## src/shared/gafp_pkg.sv

```systemverilog
package gafp_pkg;

    // ========================================
    // bus shape
    localparam int AXI_ADDR_W = 8;
    localparam int AXI_DATA_W = 32;
    localparam logic [1:0] RESP_OKAY = 2'b00;
    localparam logic [1:0] RESP_SLVERR = 2'b10;

    typedef struct packed {
        logic awvalid;
        logic [AXI_ADDR_W-1:0] awaddr;
        logic wvalid;
        logic [AXI_DATA_W-1:0] wdata;
        logic [3:0] wstrb;
        logic bready;
        logic arvalid;
        logic [AXI_ADDR_W-1:0] araddr;
        logic rready;
    } gafp_axi_req_type;

    typedef struct packed {
        logic awready;
        logic wready;
        logic bvalid;
        logic [1:0] bresp;
        logic arready;
        logic rvalid;
        logic [AXI_DATA_W-1:0] rdata;
        logic [1:0] rresp;
    } gafp_axi_rsp_type;

    // ========================================
    // register offsets
    localparam logic [AXI_ADDR_W-1:0] OFS_DIR = 8'h00;
    localparam logic [AXI_ADDR_W-1:0] OFS_OPEN_DRAIN = 8'h04;
    localparam logic [AXI_ADDR_W-1:0] OFS_OUT = 8'h08;
    localparam logic [AXI_ADDR_W-1:0] OFS_IN = 8'h0C;
    localparam logic [AXI_ADDR_W-1:0] OFS_ALT = 8'h10;
    localparam logic [AXI_ADDR_W-1:0] OFS_CTRL = 8'h14;
    localparam logic [AXI_ADDR_W-1:0] OFS_STATUS = 8'h18;

    // ========================================
    // alternate function select fields
    localparam int ALT_W = 9;
    localparam int ALT_SERIAL = 0;
    localparam int ALT_PARK = 1;
    localparam int ALT_INTERLOCK = 2;
    localparam int ALT_PATTERN = 3;
    localparam int ALT_PATTERN_POL = 4;
    localparam int ALT_LS_POWER = 5;
    localparam int ALT_GLASSES = 6;
    localparam int ALT_CAP_CHARGE = 7;
    localparam int ALT_LIGHT_MODE = 8;
    localparam logic [ALT_W-1:0] ALT_RESET = 9'h000;

    // control and status fields
    localparam int CTRL_W = 2;
    localparam int CTRL_LS_POWER = 0;
    localparam int CTRL_CAP_CHARGE = 1;
    localparam logic [CTRL_W-1:0] CTRL_RESET = 2'h0;
    localparam int STAT_W = 4;
    localparam int STAT_MASTER = 0;
    localparam int STAT_PARK = 1;
    localparam int STAT_FORCED = 2;
    localparam int STAT_ROLE_VALID = 3;

    // ========================================
    // pin map
    localparam int NUM_PINS = 11;
    localparam int PIN_SER_CLK = 1;
    localparam int PIN_SER_DOUT = 2;
    localparam int PIN_SER_SEL = 3;
    localparam int PIN_STRAP = 4;
    localparam int PIN_PATTERN = 6;
    localparam int PIN_INTERLOCK = 7;
    localparam int PIN_PARK = 8;
    localparam int PIN_LS = 9;
    localparam int PIN_CAP = 10;

    // ========================================
    // timing
    localparam int SYNC_STAGES = 2;
    localparam logic [1:0] STRAP_SETTLE = 2'h3;
    localparam int CLK_MHZ = 200;
    localparam int ILK_RELEASE_MS = 100;
    localparam int ILK_RELEASE_CYCLES = ILK_RELEASE_MS * 1000 * CLK_MHZ;
    localparam int ILK_CNT_W = 25;

endpackage

```

## src/verilog/gafp_sync.sv

```systemverilog
module gafp_sync #(
    parameter int WIDTH = 1,
    parameter int STAGES = gafp_pkg::SYNC_STAGES
) (
    input wire logic clk,
    input wire logic srst,
    input wire logic [WIDTH-1:0] asyncIn,
    output logic [WIDTH-1:0] syncOut
);
    import gafp_pkg::*;

    logic [STAGES-1:0][WIDTH-1:0] stage_reg;

    // first stage feeds only the next stage
    always_ff @(posedge clk) begin
        if (srst) begin
            stage_reg <= '0;
        end else begin
            stage_reg <= {stage_reg[STAGES-2:0], asyncIn};
        end
    end

    assign syncOut = stage_reg[STAGES-1];

    a_sync_two_stage: assert property (
        @(posedge clk) disable iff (srst)
        (!$past(srst, 2) && !$past(srst)) |-> syncOut == $past(asyncIn, 2))
        else $error("synchroniser output is not input delayed two clocks");

endmodule

```

## src/verilog/gafp_port.sv

```systemverilog
// Design decisions made here: the address map and the AXI4-Lite register port.
module gafp_port #(
    parameter int ILK_DELAY_CYCLES = gafp_pkg::ILK_RELEASE_CYCLES
) (
    input wire logic clk,
    input wire logic srst,
    input wire gafp_pkg::gafp_axi_req_type axiReq,
    output gafp_pkg::gafp_axi_rsp_type axiRsp,
    input wire logic [gafp_pkg::NUM_PINS-1:0] gpioIn,
    output logic [gafp_pkg::NUM_PINS-1:0] gpioOut,
    output logic [gafp_pkg::NUM_PINS-1:0] gpioOe,
    input wire logic ledDriverOnReq,
    input wire logic [2:0] ledSelectReq,
    output logic ledDriverOnOut,
    output logic [2:0] ledSelectOut,
    input wire logic leftEyeFrame,
    input wire logic patternSeqStart,
    input wire logic secondTriggerOutput,
    input wire logic serialPort1Select0N,
    input wire logic serialPort1Out,
    input wire logic serialPort1Sclk,
    output logic parkRequest,
    output logic roleMaster
);
    import gafp_pkg::*;

    // ========================================
    // registers
    logic [NUM_PINS-1:0] dir_reg;
    logic [NUM_PINS-1:0] openDrain_reg;
    logic [NUM_PINS-1:0] out_reg;
    logic [ALT_W-1:0] alt_reg;
    logic [CTRL_W-1:0] ctrl_reg;
    gafp_axi_rsp_type rsp_reg;
    logic awHeld_reg;
    logic wHeld_reg;
    logic [AXI_ADDR_W-1:0] awAddr_reg;
    logic [AXI_DATA_W-1:0] wData_reg;
    logic [3:0] wStrb_reg;
    logic [NUM_PINS-1:0] pinSync;
    logic [ILK_CNT_W-1:0] holdCnt_reg;
    logic [1:0] strapWait_reg;
    logic strapDone_reg;
    logic roleMaster_reg;
    logic parkRequest_reg;
    logic ledDriverOnOut_reg;
    logic [2:0] ledSelectOut_reg;
    logic [NUM_PINS-1:0] gpioOut_reg;
    logic [NUM_PINS-1:0] gpioOe_reg;

    logic [NUM_PINS-1:0] baseOut;
    logic [NUM_PINS-1:0] baseOe;
    logic [NUM_PINS-1:0] gpioOut_next;
    logic [NUM_PINS-1:0] gpioOe_next;
    logic [NUM_PINS-1:0] altMask;
    logic ledInterlockIn;
    logic hostProjectorOn;
    logic roleStrap;
    logic ilkForced;
    logic lightMaster;
    logic patternPulse;
    logic doWrite;
    logic [STAT_W-1:0] status;

    assign axiRsp = rsp_reg;
    assign gpioOut = gpioOut_reg;
    assign gpioOe = gpioOe_reg;
    assign ledDriverOnOut = ledDriverOnOut_reg;
    assign ledSelectOut = ledSelectOut_reg;
    assign parkRequest = parkRequest_reg;
    assign roleMaster = roleMaster_reg;

    // ========================================
    // pin input synchronisers
    gafp_sync #(
        .WIDTH(NUM_PINS),
        .STAGES(SYNC_STAGES)
    ) u_sync (
        .clk(clk),
        .srst(srst),
        .asyncIn(gpioIn),
        .syncOut(pinSync)
    );

    assign ledInterlockIn = pinSync[PIN_INTERLOCK];
    assign hostProjectorOn = pinSync[PIN_PARK];
    assign roleStrap = pinSync[PIN_STRAP];

    // ========================================
    // bus slave
    function automatic logic [AXI_DATA_W-1:0] mergeStrb(
        input logic [AXI_DATA_W-1:0] oldVal,
        input logic [AXI_DATA_W-1:0] newVal,
        input logic [3:0] strb
    );
        logic [AXI_DATA_W-1:0] res;
        res = oldVal;
        for (int b = 0; b < 4; b++) begin
            if (strb[b]) begin
                res[b*8 +: 8] = newVal[b*8 +: 8];
            end
        end
        return res;
    endfunction

    assign doWrite = awHeld_reg && wHeld_reg && !rsp_reg.bvalid;

    always_ff @(posedge clk) begin
        if (srst) begin
            rsp_reg.awready <= 1'b1;
            rsp_reg.wready <= 1'b1;
            rsp_reg.bvalid <= 1'b0;
            rsp_reg.bresp <= RESP_OKAY;
            rsp_reg.arready <= 1'b1;
            rsp_reg.rvalid <= 1'b0;
            rsp_reg.rdata <= '0;
            rsp_reg.rresp <= RESP_OKAY;
            awHeld_reg <= 1'b0;
            wHeld_reg <= 1'b0;
            awAddr_reg <= '0;
            wData_reg <= '0;
            wStrb_reg <= '0;
        end else begin
            if (axiReq.awvalid && rsp_reg.awready) begin
                rsp_reg.awready <= 1'b0;
                awHeld_reg <= 1'b1;
                awAddr_reg <= axiReq.awaddr;
            end
            if (axiReq.wvalid && rsp_reg.wready) begin
                rsp_reg.wready <= 1'b0;
                wHeld_reg <= 1'b1;
                wData_reg <= axiReq.wdata;
                wStrb_reg <= axiReq.wstrb;
            end
            if (doWrite) begin
                awHeld_reg <= 1'b0;
                wHeld_reg <= 1'b0;
                rsp_reg.bvalid <= 1'b1;
                case (awAddr_reg)
                    OFS_DIR, OFS_OPEN_DRAIN, OFS_OUT, OFS_ALT,
                    OFS_CTRL, OFS_IN, OFS_STATUS: begin
                        rsp_reg.bresp <= RESP_OKAY;
                    end
                    default: begin
                        rsp_reg.bresp <= RESP_SLVERR;
                    end
                endcase
            end
            if (rsp_reg.bvalid && axiReq.bready) begin
                rsp_reg.bvalid <= 1'b0;
                rsp_reg.awready <= 1'b1;
                rsp_reg.wready <= 1'b1;
            end
            // read side kept in this process so the struct has one driver
            if (axiReq.arvalid && rsp_reg.arready) begin
                rsp_reg.arready <= 1'b0;
                rsp_reg.rvalid <= 1'b1;
                rsp_reg.rresp <= RESP_OKAY;
                case (axiReq.araddr)
                    OFS_DIR: rsp_reg.rdata <= 32'(dir_reg);
                    OFS_OPEN_DRAIN: rsp_reg.rdata <= 32'(openDrain_reg);
                    OFS_OUT: rsp_reg.rdata <= 32'(out_reg);
                    OFS_IN: rsp_reg.rdata <= 32'(pinSync);
                    OFS_ALT: rsp_reg.rdata <= 32'(alt_reg);
                    OFS_CTRL: rsp_reg.rdata <= 32'(ctrl_reg);
                    OFS_STATUS: rsp_reg.rdata <= 32'(status);
                    default: begin
                        rsp_reg.rdata <= '0;
                        rsp_reg.rresp <= RESP_SLVERR;
                    end
                endcase
            end else if (rsp_reg.rvalid && axiReq.rready) begin
                rsp_reg.rvalid <= 1'b0;
                rsp_reg.arready <= 1'b1;
            end
        end
    end

    // read-only registers ignore writes but still answer okay
    always_ff @(posedge clk) begin
        if (srst) begin
            dir_reg <= '0;
            openDrain_reg <= '0;
            out_reg <= '0;
            alt_reg <= ALT_RESET;
            ctrl_reg <= CTRL_RESET;
        end else if (doWrite) begin
            case (awAddr_reg)
                OFS_DIR: begin
                    dir_reg <= NUM_PINS'(mergeStrb(32'(dir_reg), wData_reg,
                        wStrb_reg));
                end
                OFS_OPEN_DRAIN: begin
                    openDrain_reg <= NUM_PINS'(mergeStrb(32'(openDrain_reg),
                        wData_reg, wStrb_reg));
                end
                OFS_OUT: begin
                    out_reg <= NUM_PINS'(mergeStrb(32'(out_reg), wData_reg,
                        wStrb_reg));
                end
                OFS_ALT: begin
                    alt_reg <= ALT_W'(mergeStrb(32'(alt_reg), wData_reg,
                        wStrb_reg));
                end
                OFS_CTRL: begin
                    ctrl_reg <= CTRL_W'(mergeStrb(32'(ctrl_reg), wData_reg,
                        wStrb_reg));
                end
                default: begin
                end
            endcase
        end
    end

    assign status = {strapDone_reg, ilkForced, parkRequest_reg,
        roleMaster_reg};

    // ========================================
    // role strap, caught once after the synchroniser has settled
    always_ff @(posedge clk) begin
        if (srst) begin
            strapWait_reg <= '0;
            strapDone_reg <= 1'b0;
            roleMaster_reg <= 1'b0;
        end else if (!strapDone_reg) begin
            if (strapWait_reg == STRAP_SETTLE) begin
                strapDone_reg <= 1'b1;
                roleMaster_reg <= roleStrap;
            end else begin
                strapWait_reg <= strapWait_reg + 2'h1;
            end
        end
    end

    // ========================================
    // park request and LED interlock
    always_ff @(posedge clk) begin
        if (srst) begin
            parkRequest_reg <= 1'b0;
        end else begin
            // park only; powering the array down is the supply's job
            parkRequest_reg <= alt_reg[ALT_PARK] && !hostProjectorOn;
        end
    end

    // counter reloads while low, so every rise restarts the full delay
    always_ff @(posedge clk) begin
        if (srst) begin
            holdCnt_reg <= '0;
        end else if (!ledInterlockIn) begin
            holdCnt_reg <= ILK_CNT_W'(ILK_DELAY_CYCLES);
        end else if (holdCnt_reg != '0) begin
            holdCnt_reg <= holdCnt_reg - ILK_CNT_W'(1);
        end
    end

    assign ilkForced = alt_reg[ALT_INTERLOCK]
        && (!ledInterlockIn || holdCnt_reg != '0);

    always_ff @(posedge clk) begin
        if (srst) begin
            ledDriverOnOut_reg <= 1'b0;
            ledSelectOut_reg <= 3'h0;
        end else if (ilkForced) begin
            ledDriverOnOut_reg <= 1'b0;
            ledSelectOut_reg <= 3'h0;
        end else begin
            ledDriverOnOut_reg <= ledDriverOnReq;
            ledSelectOut_reg <= ledSelectReq;
        end
    end

    // ========================================
    // pin drivers
    for (genvar i = 0; i < NUM_PINS; i++) begin : g_pin
        // open drain only pulls low; the board pull-up gives the high
        assign baseOe[i] = dir_reg[i]
            && (!openDrain_reg[i] || !out_reg[i]);
        assign baseOut[i] = out_reg[i] && !openDrain_reg[i];
    end

    assign lightMaster = roleMaster_reg && alt_reg[ALT_LIGHT_MODE];
    assign patternPulse = patternSeqStart && lightMaster;

    always_comb begin
        gpioOut_next = baseOut;
        gpioOe_next = baseOe;
        altMask = '0;
        if (alt_reg[ALT_SERIAL]) begin
            altMask[PIN_SER_SEL:PIN_SER_CLK] = 3'h7;
            gpioOe_next[PIN_SER_SEL:PIN_SER_CLK] = 3'h7;
            gpioOut_next[PIN_SER_CLK] = serialPort1Sclk;
            gpioOut_next[PIN_SER_DOUT] = serialPort1Out;
            gpioOut_next[PIN_SER_SEL] = serialPort1Select0N;
        end
        altMask[PIN_STRAP] = 1'b1;
        gpioOe_next[PIN_STRAP] = 1'b0;
        if (alt_reg[ALT_PATTERN]) begin
            altMask[PIN_PATTERN] = 1'b1;
            gpioOe_next[PIN_PATTERN] = 1'b1;
            gpioOut_next[PIN_PATTERN] = patternPulse
                ? alt_reg[ALT_PATTERN_POL]
                : !alt_reg[ALT_PATTERN_POL];
        end
        if (lightMaster) begin
            altMask[PIN_INTERLOCK] = 1'b1;
            gpioOe_next[PIN_INTERLOCK] = 1'b1;
            gpioOut_next[PIN_INTERLOCK] = secondTriggerOutput;
        end else if (alt_reg[ALT_INTERLOCK]) begin
            altMask[PIN_INTERLOCK] = 1'b1;
            gpioOe_next[PIN_INTERLOCK] = 1'b0;
        end
        if (alt_reg[ALT_PARK]) begin
            altMask[PIN_PARK] = 1'b1;
            gpioOe_next[PIN_PARK] = 1'b0;
        end
        if (alt_reg[ALT_LS_POWER]) begin
            altMask[PIN_LS] = 1'b1;
            gpioOe_next[PIN_LS] = 1'b1;
            gpioOut_next[PIN_LS] = ctrl_reg[CTRL_LS_POWER];
        end else if (alt_reg[ALT_GLASSES]) begin
            altMask[PIN_LS] = 1'b1;
            gpioOe_next[PIN_LS] = 1'b1;
            gpioOut_next[PIN_LS] = leftEyeFrame;
        end
        if (alt_reg[ALT_CAP_CHARGE]) begin
            altMask[PIN_CAP] = 1'b1;
            gpioOe_next[PIN_CAP] = 1'b1;
            gpioOut_next[PIN_CAP] = ctrl_reg[CTRL_CAP_CHARGE];
        end
    end

    always_ff @(posedge clk) begin
        if (srst) begin
            gpioOut_reg <= '0;
            gpioOe_reg <= '0;
        end else begin
            gpioOut_reg <= gpioOut_next;
            gpioOe_reg <= gpioOe_next;
        end
    end

    // ========================================
    // checks
    a_reset_all_inputs: assert property (
        @(posedge clk) disable iff (srst)
        $fell(srst) |-> (gpioOe == '0 && dir_reg == '0 && alt_reg == '0))
        else $error("pins not all inputs after reset");

    a_open_drain_low: assert property (
        @(posedge clk) disable iff (srst)
        (gpioOe & gpioOut & $past(openDrain_reg & ~altMask)) == '0)
        else $error("open drain pin drove high");

    a_park_no_power: assert property (
        @(posedge clk) disable iff (srst)
        (alt_reg[ALT_PARK] && !hostProjectorOn)
        |=> parkRequest && !gpioOe[PIN_PARK])
        else $error("park request not raised for low input");

    a_interlock_force: assert property (
        @(posedge clk) disable iff (srst)
        (alt_reg[ALT_INTERLOCK] && !ledInterlockIn)
        |=> !ledDriverOnOut && ledSelectOut == 3'h0)
        else $error("led outputs not forced off by interlock");

    a_interlock_hold: assert property (
        @(posedge clk) disable iff (srst)
        ($rose(ledInterlockIn) && alt_reg[ALT_INTERLOCK])
        |=> ##1 (!ledDriverOnOut && ledSelectOut == 3'h0)[*8])
        else $error("interlock released too early after rise");

    a_led_follow: assert property (
        @(posedge clk) disable iff (srst)
        !ilkForced |=> ledSelectOut == $past(ledSelectReq))
        else $error("led select not following sequencer");

    a_glasses_eye: assert property (
        @(posedge clk) disable iff (srst)
        (alt_reg[ALT_GLASSES] && !alt_reg[ALT_LS_POWER])
        |=> gpioOe[PIN_LS] && gpioOut[PIN_LS] == $past(leftEyeFrame))
        else $error("glasses pin not tracking eye");

    a_sensor_power: assert property (
        @(posedge clk) disable iff (srst)
        alt_reg[ALT_LS_POWER]
        |=> gpioOe[PIN_LS]
            && gpioOut[PIN_LS] == $past(ctrl_reg[CTRL_LS_POWER]))
        else $error("sensor power pin wrong");

    a_pattern_pulse: assert property (
        @(posedge clk) disable iff (srst)
        (alt_reg[ALT_PATTERN] && patternPulse ##1 !patternSeqStart
            && $stable(alt_reg))
        |=> gpioOut[PIN_PATTERN] == !alt_reg[ALT_PATTERN_POL]
            && $past(gpioOut[PIN_PATTERN]) == alt_reg[ALT_PATTERN_POL])
        else $error("pattern ready pulse shape wrong");

    a_trigger_pin: assert property (
        @(posedge clk) disable iff (srst)
        lightMaster |=> gpioOe[PIN_INTERLOCK]
            && gpioOut[PIN_INTERLOCK] == $past(secondTriggerOutput))
        else $error("second trigger pin not dedicated");

    a_role_capture: assert property (
        @(posedge clk) disable iff (srst)
        $rose(strapDone_reg) |-> roleMaster == $past(roleStrap))
        else $error("role not taken from strap");

    a_serial_pins: assert property (
        @(posedge clk) disable iff (srst)
        alt_reg[ALT_SERIAL] |=> gpioOe[PIN_SER_SEL]
            && gpioOut[PIN_SER_SEL] == $past(serialPort1Select0N))
        else $error("serial select pin not driven");

endmodule

```

## config.mk

```make
export PLATFORM = sky130hd
export DESIGN_NAME = gafp_port
export DESIGN_NICKNAME = d
export VERILOG_FILES = /design/src/shared/gafp_pkg.sv /design/src/verilog/gafp_sync.sv /design/src/verilog/gafp_port.sv
export SDC_FILE = /design/constraint.sdc
export NUM_CORES = 1
export LEC_CHECK = 0
export ABC_AREA = 1
export BUFFER_PORTS_ARGS = -buffer_cell sky130_fd_sc_hd__buf_4
export CAP_MARGIN = 10
export CORE_ASPECT_RATIO = 0.5
export CORE_MARGIN = 10
export CORE_UTILIZATION = 40
export CTS_CLUSTER_DIAMETER = 30
export DETAILED_ROUTE_END_ITERATION = 6
export GPL_ROUTABILITY_DRIVEN = 0
export SYNTH_ARGS = -nofsm -noshare
export SYNTH_HDL_FRONTEND = slang
export SYNTH_SLANG_ARGS = --single-unit
```

## constraint.sdc

```tcl
create_clock -name clk -period 2.2 [get_ports clk]
set_clock_uncertainty 0.05 [all_clocks]
set_input_delay 0 -clock clk [delete_from_list [all_inputs] [get_ports clk]]
set_output_delay 0 -clock clk [all_outputs]
set_load 0.02 [all_outputs]
```

-- Yosys cells after proc, flatten, opt, wreduce, memory -nomap -nowiden
Index checks and enable logic that the tools add are counted.
Widths: inputs -> output; s select.
- add/subtract/negate cells: 2
- equality and inequality tests: 14
- mux-type cells: 23
- bitwise gates (word level): 3
- reduce and logical (&&, ||, !) cells: 90
- operator list (operator ; count):
    $pmux 11 s7 ; 1
    $mux 25 ; 2
    $eq 8x5->1 const B ; 6
    $eq 8x4->1 const B ; 4
    $logic_and 1x1->1 ; 32
    $reduce_and 3->1 ; 9
    $logic_not 1->1 ; 25
    $reduce_bool 25->1 ; 1
    $sub 25x1->25 const B ; 1
    $eq 8x3->1 const B ; 2
    $logic_not 8->1 ; 2
    $mux 1 ; 14
    $reduce_or 7->1 ; 2
    $logic_or 1x1->1 ; 11
    $reduce_or 2->1 ; 5
    $mux 2 ; 4
    $mux 3 ; 2
    $reduce_and 2->1 ; 2
    $not 1->1 ; 3
    $add 2x1->2 const B ; 1
    $eq 2x2->1 const B ; 1
    $ne 2x2->1 const B ; 1
    $reduce_bool 2->1 ; 1
- register bits after elaboration: 186
- output and inout bits: 69

-- Logic depth before layout (Yosys ltp)
Gate-level depths: netlist of run 1.
- word-level depth: 5
- depth in mapped cells: 10

-- Hierarchy
A second synthesis of run 1 with hierarchy kept.
- cell total of the unflattened synthesis: 924
- area total of the unflattened synthesis: 6929.1 um^2
- by module, submodules not included (module ; instances ; cells each ; area each (um^2)):
    gafp_port ; 1 ; 845 ; 6218.5
    gafp_sync ; 1 ; 79 ; 710.7

-- Least setup slack after synthesis of run 1
Ideal clock, no wire load.
- path kind: register -> register
- start: register holdCnt_reg[0]
- end: register holdCnt_reg[24]
- setup time: 0.111 ns
- data arrival time: 1.394 ns
- required time: 2.039 ns
- path slack: 0.645 ns
- stages on the path, launching flop included: 10
- path buffers: 0
- path through: dfxtp_1 > inv_1 > ha_1 > nand2_1 > nor2_1 > nand2_1 > a21oi_1 > o21ai_0 > nand3_1 > inv_1
- longest elaborated chain between the ends: 3
- elaborated cells between the ends (all ways): 5
- those cells by class: add/sub: 1; eq/ne: 1; mux: 2; reduce/logical: 1
- ends and longest elaborated chain (element ; RTL line ; text):
    from (decl) ; gafp_port.sv:41 ; logic [ILK_CNT_W-1:0] holdCnt_reg;
    from (signal assigned) ; gafp_port.sv:251 ; holdCnt_reg <= ILK_CNT_W'(ILK_DELAY_CYCLES);
    from (signal assigned) ; gafp_port.sv:253 ; holdCnt_reg <= holdCnt_reg - ILK_CNT_W'(1);
    $sub 25x1->25 ; gafp_port.sv:253 ;
    $mux 25 ; gafp_port.sv:252 ; end else if (holdCnt_reg != '0) begin
    $mux 25 ; gafp_port.sv:250 ; end else if (!ledInterlockIn) begin
Several ways; a longest one is shown, not always the timed one. The select of a mux whose other input is x is not followed.
A chain may end at the register's enable or synchronous reset.

-- Final worst setup path of run 1
Same ends and word-level chain as after synthesis.

==> results.md, run 1 <==
* Sequential share of the synthesized area at between 40% and 50%
* Cell depth of the worst min-delay path at 4
* Cells along the critical path: inv_1 > ha_1 > nand2_1 > nor2_1 > nand2_1 > a21oi_1 > o21ai_0 > nand3_1 > inv_1
* Post-placement worst setup slack at 0.374 ns
* Total track usage at between 10% and 20%
* Yosys top cell area share at roughly 48%
* Clock buffer depth at 2
* RSZ-0062 raised after global routing: no
* Data arrival time of the critical path at roughly 2.1 ns
* Post-layout util at 52.8%
* HP Class: in2reg
* IO Pins at 149
* Ant diodes at 0
* Height of the die at approximately 110 um
* Final-stage net count at 1,147
* Global-route wire length before repair at between 30 and 40 mm
* Part of the total power dissipated in the clock network at a little over two fifths
* Average instance area after synthesis at 7.41 sq um
* Number of enable-type register cells in the synthesized netlist at 0
* Max-capacitance violation count at 0
* P&R area growth vs syn at 28.6%
* Reported net switching power at 1.81 mW
* DRT iter0 DRCs at 419
* Count of warnings emitted by yosys at 0
* DR DRC count at 0
* Critical Path Fanout Max at 7
* Die boundary width at 204 um
* Data required time at the worst endpoint at 2.48 ns
* Top cell types by occurrence after synthesis: sky130_fd_sc_hd__nor2_1, sky130_fd_sc_hd__dfxtp_1, sky130_fd_sc_hd__nand2_1
* Total internal power at 4.84 mW
* Synth Area in Adders at 0.553%
* Register share of total power at 46.9%
* Port bufs at 101
* Number of cells in the design after placement at between 1,000 and 1,500
* TritonCTS clock tree: built
* Max-slew violation total from the final report at 0
* Cell at the root of the clock tree: sky130_fd_sc_hd__clkbuf_16
* Ratio of cells with drive above 1 in the final layout at between 15 and 20%
* Final routed wirelength across all metal layers at 19.1 mm
* Cell row count at 33
* Synth area leader: sky130_fd_sc_hd__dfxtp_1
* Primary flip-flop cell chosen by synthesis mapping: sky130_fd_sc_hd__dfxtp_1
* Number of antenna violations at the first check in global routing at 0
* Detailed-route vias per instance at 4.78
* Multiplexer share of the synthesized area at 0%
* Largest register FFs at 25
* Number of instances in the synthesized netlist at 915
* Crit start category: flop
* Detail Route Antenna Nets at 0
* XOR/XNOR Fraction of Synth Area at between 1.5 and 2%
* Most common cell in the synthesized netlist: sky130_fd_sc_hd__nor2_1
* Number of H-tree branching levels at 4
* Portion of total power attributed to combinational logic at 10.2%
* Worst setup path class: reg2reg
* Leading cell types by total area after synthesis: sky130_fd_sc_hd__dfxtp_1, sky130_fd_sc_hd__nor2_1, sky130_fd_sc_hd__nand2_1
* HPWL after detailed placement at 13.8 mm
* Cell with the biggest individual delay on the critical path: sky130_fd_sc_hd__ha_1
* Switching part of the total power at 27.2%
* Initial cell density of the core at 41.1%
* Worst Tran Pin Value at 0.615 ns
* Largest stage delay, worst path at ~0.34 ns
* Placed instance area at between 7000 and 8000 sq um
* Final setup violation count at 0
* Post-CTS setup repair buffer count at 0
* Insertion delay of the later-clocked pin in the worst-skew pair at around 0.43 ns
* Maximum number of pins on one net before global-route repair at between 60 and 70
* Clock input transition at the sequential cells of the worst setup and hold paths at about 0.07 ns
* LEAKAGE at between 3 and 4 nW
* Power Dens Cells at between 700 and 800 nW/um^2
* Fin Hold WS at 0.0435 ns
* Post-Syn Area at 6780 sq um
* Slew Limit Headroom at 59.0%
* Yosys reg bits at 162
* Final period utilization at 82.5%
* Peak ir drop on the vdd network at roughly 0.00056 V
* Setup crit end kind: flop
* Setup ws final at roughly 0.39 ns
* Total CTS buffers at 17
* Share of flip-flops with an asynchronous set or reset at 0%
* Worst-case reg-to-reg path depth at 9
* Area fraction in compound gates after synthesis at 15.1%
* Total power after layout at 6.65 mW
* Max Clock Freq at approximately 0.55 GHz
* Final non-filler cell total at about 1,300
* Share of synthesized cell area in and, or, nand and nor gates at between 20% and 30%
* Count of final hold-check violations at 0
* Std-Cell Core Area at between 15,000 and 20,000 sq um
* Yosys cell types at 34
* Detailed-route via count at 6,238
* Number of iterations in the first detailed-routing pass at 4
* Post-detailed-route wirelength per cell at 14.6 um
* Status: finished, final reports clean
* Time the worst path needs with I/O delays and setup at 1.81 ns
* Clk sink count at 162
* Main combinational cell family by area after synthesis: simple AND/OR/NAND/NOR gates
* Congestion Overflow GR at 0
* Total non-filler cell area in the finished layout at roughly 8700 sq um
* Via count of the first global-routing pass at 6,000
* Setup_tns at 0 ns
* Die outline area at 22,900 sq um
layout by cell type, fill, tap and decap left out, types with 2 or more instances in the layout:
cell	n
sky130_fd_sc_hd__nand3b_1	4
sky130_fd_sc_hd__inv_6	3
sky130_fd_sc_hd__xnor2_1	9
sky130_fd_sc_hd__clkinvlp_4	3
sky130_fd_sc_hd__nor3_1	5
sky130_fd_sc_hd__nor2_2	7
sky130_fd_sc_hd__a21oi_1	81
sky130_fd_sc_hd__clkbuf_16	17
sky130_fd_sc_hd__or2_2	2
sky130_fd_sc_hd__nor2_1	166
sky130_fd_sc_hd__a31oi_1	2
sky130_fd_sc_hd__xor2_1	4
sky130_fd_sc_hd__o21ai_0	85
sky130_fd_sc_hd__dfxtp_1	162
sky130_fd_sc_hd__nor2_4	2
sky130_fd_sc_hd__a211oi_2	2
sky130_fd_sc_hd__buf_4	111
sky130_fd_sc_hd__a211oi_1	15
sky130_fd_sc_hd__dlygate4sd3_1	49
sky130_fd_sc_hd__conb_1	24
sky130_fd_sc_hd__inv_8	2
sky130_fd_sc_hd__ha_1	3
sky130_fd_sc_hd__clkinv_1	2
sky130_fd_sc_hd__o21a_1	2
sky130_fd_sc_hd__clkinv_4	4
sky130_fd_sc_hd__inv_1	99
sky130_fd_sc_hd__nand4_1	7
sky130_fd_sc_hd__inv_2	2
sky130_fd_sc_hd__nand2_2	4
sky130_fd_sc_hd__nand3_1	57
sky130_fd_sc_hd__nand2_1	133
logic make-up (layout without fill, tap and decap cells):
| family | after synthesis | count (layout) |
|---|---|---|
| other cells | 1 | 24 |
| simple gates | 390 | 390 |
| xor+xnor | 13 | 13 |
| flops | 162 | 162 |
| fa+ha+maj | 3 | 3 |
| compound gates | 190 | 190 |
| buf+inv | 156 | 295 |
per-layer routing:
layer / vias to the layer above / global-route usage (%) / part of all wire [%]
met5: - / 0 / 0
met3: 23 / 3.79 / 4.8
met2: 149 / 27.6 / 48
li1: 3203 / - / -
met1: 2863 / 20.8 / 46
met4: 0 / 5.44 / 1.5
final cells by class:
type	count	area, sq um
fillers	1625	7790
flip-flops and latches	162	3240
multi-input cells	620	2920
repair buffers	160	1320
clock buffers	19	443
inverters	103	387
well taps	227	284
clock inverters	13	123
power groups by stage:
stage | clock [mW] | sequential, mW | combinational (mW)
2_1_floorplan | 0 | 3.18 | 0.426
3_3_place_gp | 0 | 3.18 | 0.592
3_5_place_dp | 0 | 3.18 | 0.605
4_1_cts | 2.91 | 3.12 | 0.677
5_1_grt | 3.02 | 3.13 | 0.761
6_report | 2.85 | 3.12 | 0.677
final timing paths:
kind / startpoint / endpoint / slack (ns)
setup / recovery: holdCnt_reg[0]$_SDFFE_PP0P_ / holdCnt_reg[24]$_SDFFE_PP0N_ / 0.39
hold / removal: axiReq[56] / axiRsp[40]$_SDFFE_PP1P_ / 0.04
setup reg to reg: holdCnt_reg[0]$_SDFFE_PP0P_ / holdCnt_reg[24]$_SDFFE_PP0N_ / 0.39
hold reg to reg: u_sync.stage_reg[7]$_SDFF_PP0_ / u_sync.syncOut[7]$_SDFF_PP0_ / 0.35
timing repair:
item                                   4_1_cts  5_1_grt
hold buffers                                49        0
gates resized for setup                      0        0
endpoints found under the hold margin       67        0
critical path, delay by kind of cell, from the launching register on:
family          cells  cell delay [ns]
flops               1             0.32
simple gates        4             0.60
fa+ha+maj           1             0.34
compound gates      2             0.21
buf+inv             2             0.20
Power figures use the tool's default switching activity.
==> run 2: changes to the inputs <==
Settings changed: ABC_AREA 1 to 0.
Clock period 2.2 ns to 1.8 ns, I/O delays scaled along.
==> results.md, run 2 <==
* Final-stage net count at 983
* Footprint of the flip-flops and latches at 3250 sq um
* Critical Path Fanout Max at 3
* Worst setup path class: reg2reg
* Setup crit end kind: flop
* Die boundary width at 201 um
* Data required time at the worst endpoint at roughly 2.1 ns
* Height of the die at 111 um
* Maximum number of pins on one net before global-route repair at 83
* Count of final hold-check violations at 0
* Top cell types by occurrence after synthesis: sky130_fd_sc_hd__dfxtp_1, sky130_fd_sc_hd__nor2_1, sky130_fd_sc_hd__nand2_1
* Detailed-route vias per instance at about 4.9
* Clock buffer depth at 2
* Worst Tran Pin Value at 0.832 ns
* Number of instances in the synthesized netlist at 706
* Yosys top cell area share at approximately 49%
* Clk sink count at ~160
* Failing checks: negative setup slack
* TritonCTS clock tree: built
* Initial cell density of the core at approximately two fifths
* Number of iterations in the first detailed-routing pass at 4
* DR DRC count at 0
* Insertion delay of the later-clocked pin in the worst-skew pair at roughly 0.42 ns
* Max-slew violation total from the final report at 0
* Yosys reg bits at 162
* Std-Cell Core Area at 15,700 sq um
* Fill cell total of the finished layout at about 1,400
* Number of antenna violations at the first check in global routing at 0
* Final non-filler cell total at 1,134
* Most common cell after layout, fill and taps aside: sky130_fd_sc_hd__dfxtp_1
* Share of flip-flops with an asynchronous set or reset at 0%
* Post-detailed-route wirelength per cell at 15.5 um
* Crit start category: flop
* Yosys cell types at just under 50
* HPWL after detailed placement at 12.1 mm
* Post-Syn Area at 6570 sq um
* Peak ir drop on the vdd network at 0.000683 V
* Synth area leader: sky130_fd_sc_hd__dfxtp_1
* Setup ws final at -0.0860 ns
* Number of enable-type register cells in the synthesized netlist at 0
* LEAKAGE at 3.87 nW
* Port bufs at ~100
* P&R area growth vs syn at 38.2%
* Sequential share of the synthesized area at 49.4%
* RSZ-0062 raised after global routing: yes
* Time the worst path needs with I/O delays and setup at around 1.9 ns
* Status: complete, but fails checks
* Final setup violation count at 7
* Total power after layout at 8.08 mW
* Via count of the first global-routing pass at 5,391
* Number of H-tree branching levels at 4
* Ant diodes at 0
* Count of warnings emitted by yosys at 0
* Total CTS buffers at 17
* Ratio of cells with drive above 1 in the final layout at 24.1%
* HP Class: in2reg
* DRT iter0 DRCs at 405
* Die outline area at 22,300 sq um
* IO Pins at 149
* Max Clock Freq at 0.530 GHz
* Cell at the root of the clock tree: sky130_fd_sc_hd__clkbuf_16
* Leading cell types by total area after synthesis: sky130_fd_sc_hd__dfxtp_1, sky130_fd_sc_hd__mux2i_1, sky130_fd_sc_hd__a21oi_1
* Congestion Overflow GR at 0
* Slew Limit Headroom at between 40 and 50%
* Final period utilization at 105%
* Most common cell in the synthesized netlist: sky130_fd_sc_hd__dfxtp_1
* Fin Hold WS at 0.0928 ns
* Global-route wire length before repair at 27.9 mm
* Multi-input gate area in the final layout at 3150 sq um
* Detailed-route via count at about 5,500
* Number of cells in the design after placement at 1,037
* Primary flip-flop cell chosen by synthesis mapping: sky130_fd_sc_hd__dfxtp_1
* Detail Route Antenna Nets at 0
* Largest register FFs at 25
* Final routed wirelength across all metal layers at 17.6 mm
* Data arrival time of the critical path at 2.13 ns
* Average instance area after synthesis at 9.30 sq um
* Clock input transition at the sequential cells of the worst setup and hold paths at roughly 0.07 ns
* Cell row count at 32
* Commonest cells after routing, fill and taps aside: sky130_fd_sc_hd__dfxtp_1, sky130_fd_sc_hd__buf_4, sky130_fd_sc_hd__nor2_1
* Total track usage at between 10% and 20%
* Power Dens Cells at 891 nW/um^2
* Max-capacitance violation count at 0
==> run 2: stage by stage <==
stage | utilization, % | worst slack, ns | cell area (sq um) | setup TNS (ns)
final | 57.7 | -0.0860 | 9080 | -0.451
after global routing | 57.7 | -0.186 | 9080 | -2.01
after detailed placement | 49.2 | -0.124 | 7740 | -0.376
after global placement | 49.2 | -0.0677 | 7740 | -0.0677
after floorplan | - | -0.0427 | 6650 | -0.0427
after CTS | 56.9 | -0.0453 | 8960 | -0.0453
==> run 2: power breakdown <==
part / internal [mW] / switching (mW)
combinational: 0.413 / 0.418
sequential: 3.70 / 0.0998
clock: 1.84 / 1.62
total: 5.95 / 2.14
==> run 2: worst max-delay path, cell delays in order, from the launching register on <==
cell                      delay [ns]
sky130_fd_sc_hd__dfxtp_1        0.35
sky130_fd_sc_hd__nor4_4         0.32
sky130_fd_sc_hd__buf_4          0.15
sky130_fd_sc_hd__nand3_1        0.12
sky130_fd_sc_hd__or3_1          0.45
sky130_fd_sc_hd__buf_4          0.17
sky130_fd_sc_hd__nand3_1        0.07
sky130_fd_sc_hd__a31oi_1        0.08
==> run 2: worst paths after layout <==
check	from	endpoint	slack [ns]	depth (start not counted)
min	axiReq[4]	axiRsp[1]$_SDFFE_PP0P_	0.09	3
min reg2reg	u_sync.stage_reg[0]$_SDFF_PP0_	u_sync.syncOut[0]$_SDFF_PP0_	0.39	1
max	holdCnt_reg[18]$_SDFFE_PP0P_	axiRsp[4]$_SDFFE_PP0P_	-0.09	7
max reg2reg	holdCnt_reg[18]$_SDFFE_PP0P_	axiRsp[4]$_SDFFE_PP0P_	-0.09	7
==> run 2: logic make-up (layout without fill, tap and decap cells) <==
logic type / count (synthesis) / count (layout) / share of synthesized area, %
adder cells (fa/ha/maj): 3 / 3 / 0.572
buffers and inverters: 72 / 256 / 5.91
multiplexers: 49 / 49 / 9.18
XOR/XNOR: 24 / 24 / 3.20
flip-flops: 162 / 162 / 49.4
other: 1 / 24 / 0.0571
AND/OR/NAND/NOR: 282 / 282 / 21.5
AO/OA/AOI/OAI: 113 / 113 / 10.2
==> run 2: timing repair <==
action                                  CTS  global route
gates cloned                              0             0
endpoints found under the hold margin    61             0
hold buffers                             59             0
setup buffers                             1             5
resized for setup                        12            17
pin swaps                                 2             4
endpoints found under the setup margin    7            61
==> run 2: layout make-up <==
type,instances,area share (%)
clock buffer,17,4.69
inverter,13,0.538
sequential,162,35.8
tap,221,3.05
clock inverter,15,1.56
timing repair buffer,211,19.7
multi-input combinational,495,34.7
==> run 2: metal layers <==
layer  part of all wire (%)  up-vias  track usage [%]  wire (um)
met3                    4.1       10             3.67        730
met5                      0        -                0          0
li1                       -     2794                -          -
met1                     45     2643             19.0       7910
met2                     50      102             26.5       8840
met4                   0.87        0             3.86        154
==> run 3: changes to the inputs <==
Settings changed: SKIP_LAST_GASP from default to 1.
Clock period 1.8 ns to 2.3 ns, I/O delays scaled along.
==> results.md, run 3 (synthesized netlist as in run 2, its figures left out) <==
* Post-CTS setup repair buffer count at 0
* Insertion delay of the later-clocked pin in the worst-skew pair at roughly 0.43 ns
* Clk sink count at around 160
* Status: finished, final reports clean
* Ratio of cells with drive above 1 in the final layout at 19.3%
* Most common cell after layout, fill and taps aside: sky130_fd_sc_hd__dfxtp_1
* Number of antenna violations at the first check in global routing at 0
* Multi-input gate area in the final layout at 3020 sq um
* Setup_tns at 0 ns
* Maximum number of pins on one net before global-route repair at 51
* Total CTS buffers at 17
* Data required time at the worst endpoint at 2.62 ns
* Clock buffer depth at 2
* Commonest cells after routing, fill and taps aside: sky130_fd_sc_hd__dfxtp_1, sky130_fd_sc_hd__buf_4, sky130_fd_sc_hd__nor2_1
* Global-route wire length before repair at 27.9 mm
* Final-stage net count at between 900 and 1,000
* Fin Hold WS at 0.0651 ns
* HPWL after detailed placement at 11.6 mm
* Std-Cell Core Area at 15,700 sq um
* Initial cell density of the core at 41.7%
* Worst Tran Pin Value at a little over 0.8 ns
* Data arrival time of the critical path at ~2.3 ns
* Total non-filler cell area in the finished layout at between 8000 and 9000 sq um
* Detailed-route via count at between 5,000 and 6,000
* Height of the die at approximately 110 um
* Setup crit end kind: flop
* Slew Limit Headroom at 46.4%
* Final period utilization at between 80% and 90%
* CTS hold repair buffers at 58
* DRT iter0 DRCs at 284
* Time the worst path needs with I/O delays and setup at 2.02 ns
* DR DRC count at 0
* Worst-case reg-to-reg path depth at 5
* Ant diodes at 0
* Detail Route Antenna Nets at 0
* Max-slew violation total from the final report at 0
* Clock input transition at the sequential cells of the worst setup and hold paths at 0.07 ns
* Footprint of the flip-flops and latches at 3240 sq um
* Total track usage at 15.3%
* Critical Path Fanout Max at 4
* Via count of the first global-routing pass at around 5,400
* P&R area growth vs syn at 32.2%
* CTS resizes at 0
* Die boundary width at 201 um
* Largest register FFs at 25
* Fill cell total of the finished layout at 1,414
* Count of final hold-check violations at 0
* Crit start category: flop
* Max Clock Freq at 0.495 GHz
* Detailed-route vias per instance at 4.94
* Cell row count at 32
* TritonCTS clock tree: built
* RSZ-0062 raised after global routing: no
* Peak ir drop on the vdd network at 0.000561 V
* Congestion Overflow GR at 0
* Max-capacitance violation count at 0
* Number of iterations in the first detailed-routing pass at 4
* HP Class: in2reg
* Cell depth of the worst min-delay path at 3
* Total power after layout at 6.35 mW
* Worst setup path class: reg2reg
* Cell at the root of the clock tree: sky130_fd_sc_hd__clkbuf_16
* Die outline area at about 22,000 sq um
* Post-detailed-route wirelength per cell at ~16 um
* Final setup violation count at 0
* Final routed wirelength across all metal layers at 17.1 mm
* Placed instance area at approximately 7500 sq um
* Port bufs at 101
* Number of H-tree branching levels at 4
* Power Dens Cells at 732 nW/um^2
* LEAKAGE at 3.69 nW
* IO Pins at about 150
## run 3: cell types whose count changed in the layout (fill, tap and decap cells not counted), sizes merged
cell	before	now
dlygate4sd3	59	58
clkinv	6	7
inv	22	21
buf	152	121
## run 3: power by group
group / switching (mW) / total (mW) / internal (mW) / leakage (nW)
Sequential: 0.0747 / 2.97 / 2.89 / 1.32
Combinational: 0.307 / 0.592 / 0.286 / 2.08
Clock: 1.34 / 2.79 / 1.46 / 0.289
## run 3: metal layers
layer	up-vias	GRT usage, %	share of wire, %
li1	2734	-	-
met1	2591	18.6	44
met2	101	26.6	50
met3	22	3.06	3.8
met4	0	4.90	1.5
met5	-	0	0
## run 3: path summary, 6_finish.rpt
check	startpoint	endpoint	slack, ns
setup / recovery	holdCnt_reg[20]$_SDFFE_PP0N_	ledSelectOut[2]$_SDFF_PP0_	0.28
hold reg to reg	u_sync.stage_reg[5]$_SDFF_PP0_	u_sync.syncOut[5]$_SDFF_PP0_	0.39
hold / removal	axiReq[4]	axiRsp[1]$_SDFFE_PP0P_	0.07
setup reg to reg	holdCnt_reg[20]$_SDFFE_PP0N_	ledSelectOut[2]$_SDFF_PP0_	0.28
## run 3: area by class of cell
type | count | area share [%]
sequential | 162 | 37.4
clock buffer | 17 | 4.90
clock inverter | 15 | 1.89
tap | 221 | 3.19
timing repair buffer | 179 | 17.3
multi-input combinational | 495 | 34.8
inverter | 13 | 0.562
## run 3: critical path, cell delays in order (launching register included)
cell and delay [ns]:
sky130_fd_sc_hd__dfxtp_1 0.34, sky130_fd_sc_hd__nor4_1 0.45, sky130_fd_sc_hd__nand3_1 0.19, sky130_fd_sc_hd__or3_1 0.47, sky130_fd_sc_hd__a21oi_1 0.30, sky130_fd_sc_hd__and2_1 0.17
## run 3: through the flow
| stage | worst slack (ns) | util, % | cells |
|---|---|---|---|
| final | 0.279 | 55.2 | 1102 |
| after global routing | 0.0883 | 55.2 | 1102 |
| after CTS | 0.305 | 55.2 | 1102 |
| after detailed placement | 0.315 | 47.7 | 1012 |
| after global placement | 0.352 | 47.7 | 1012 |
| after floorplan | 0.443 | - | 729 |
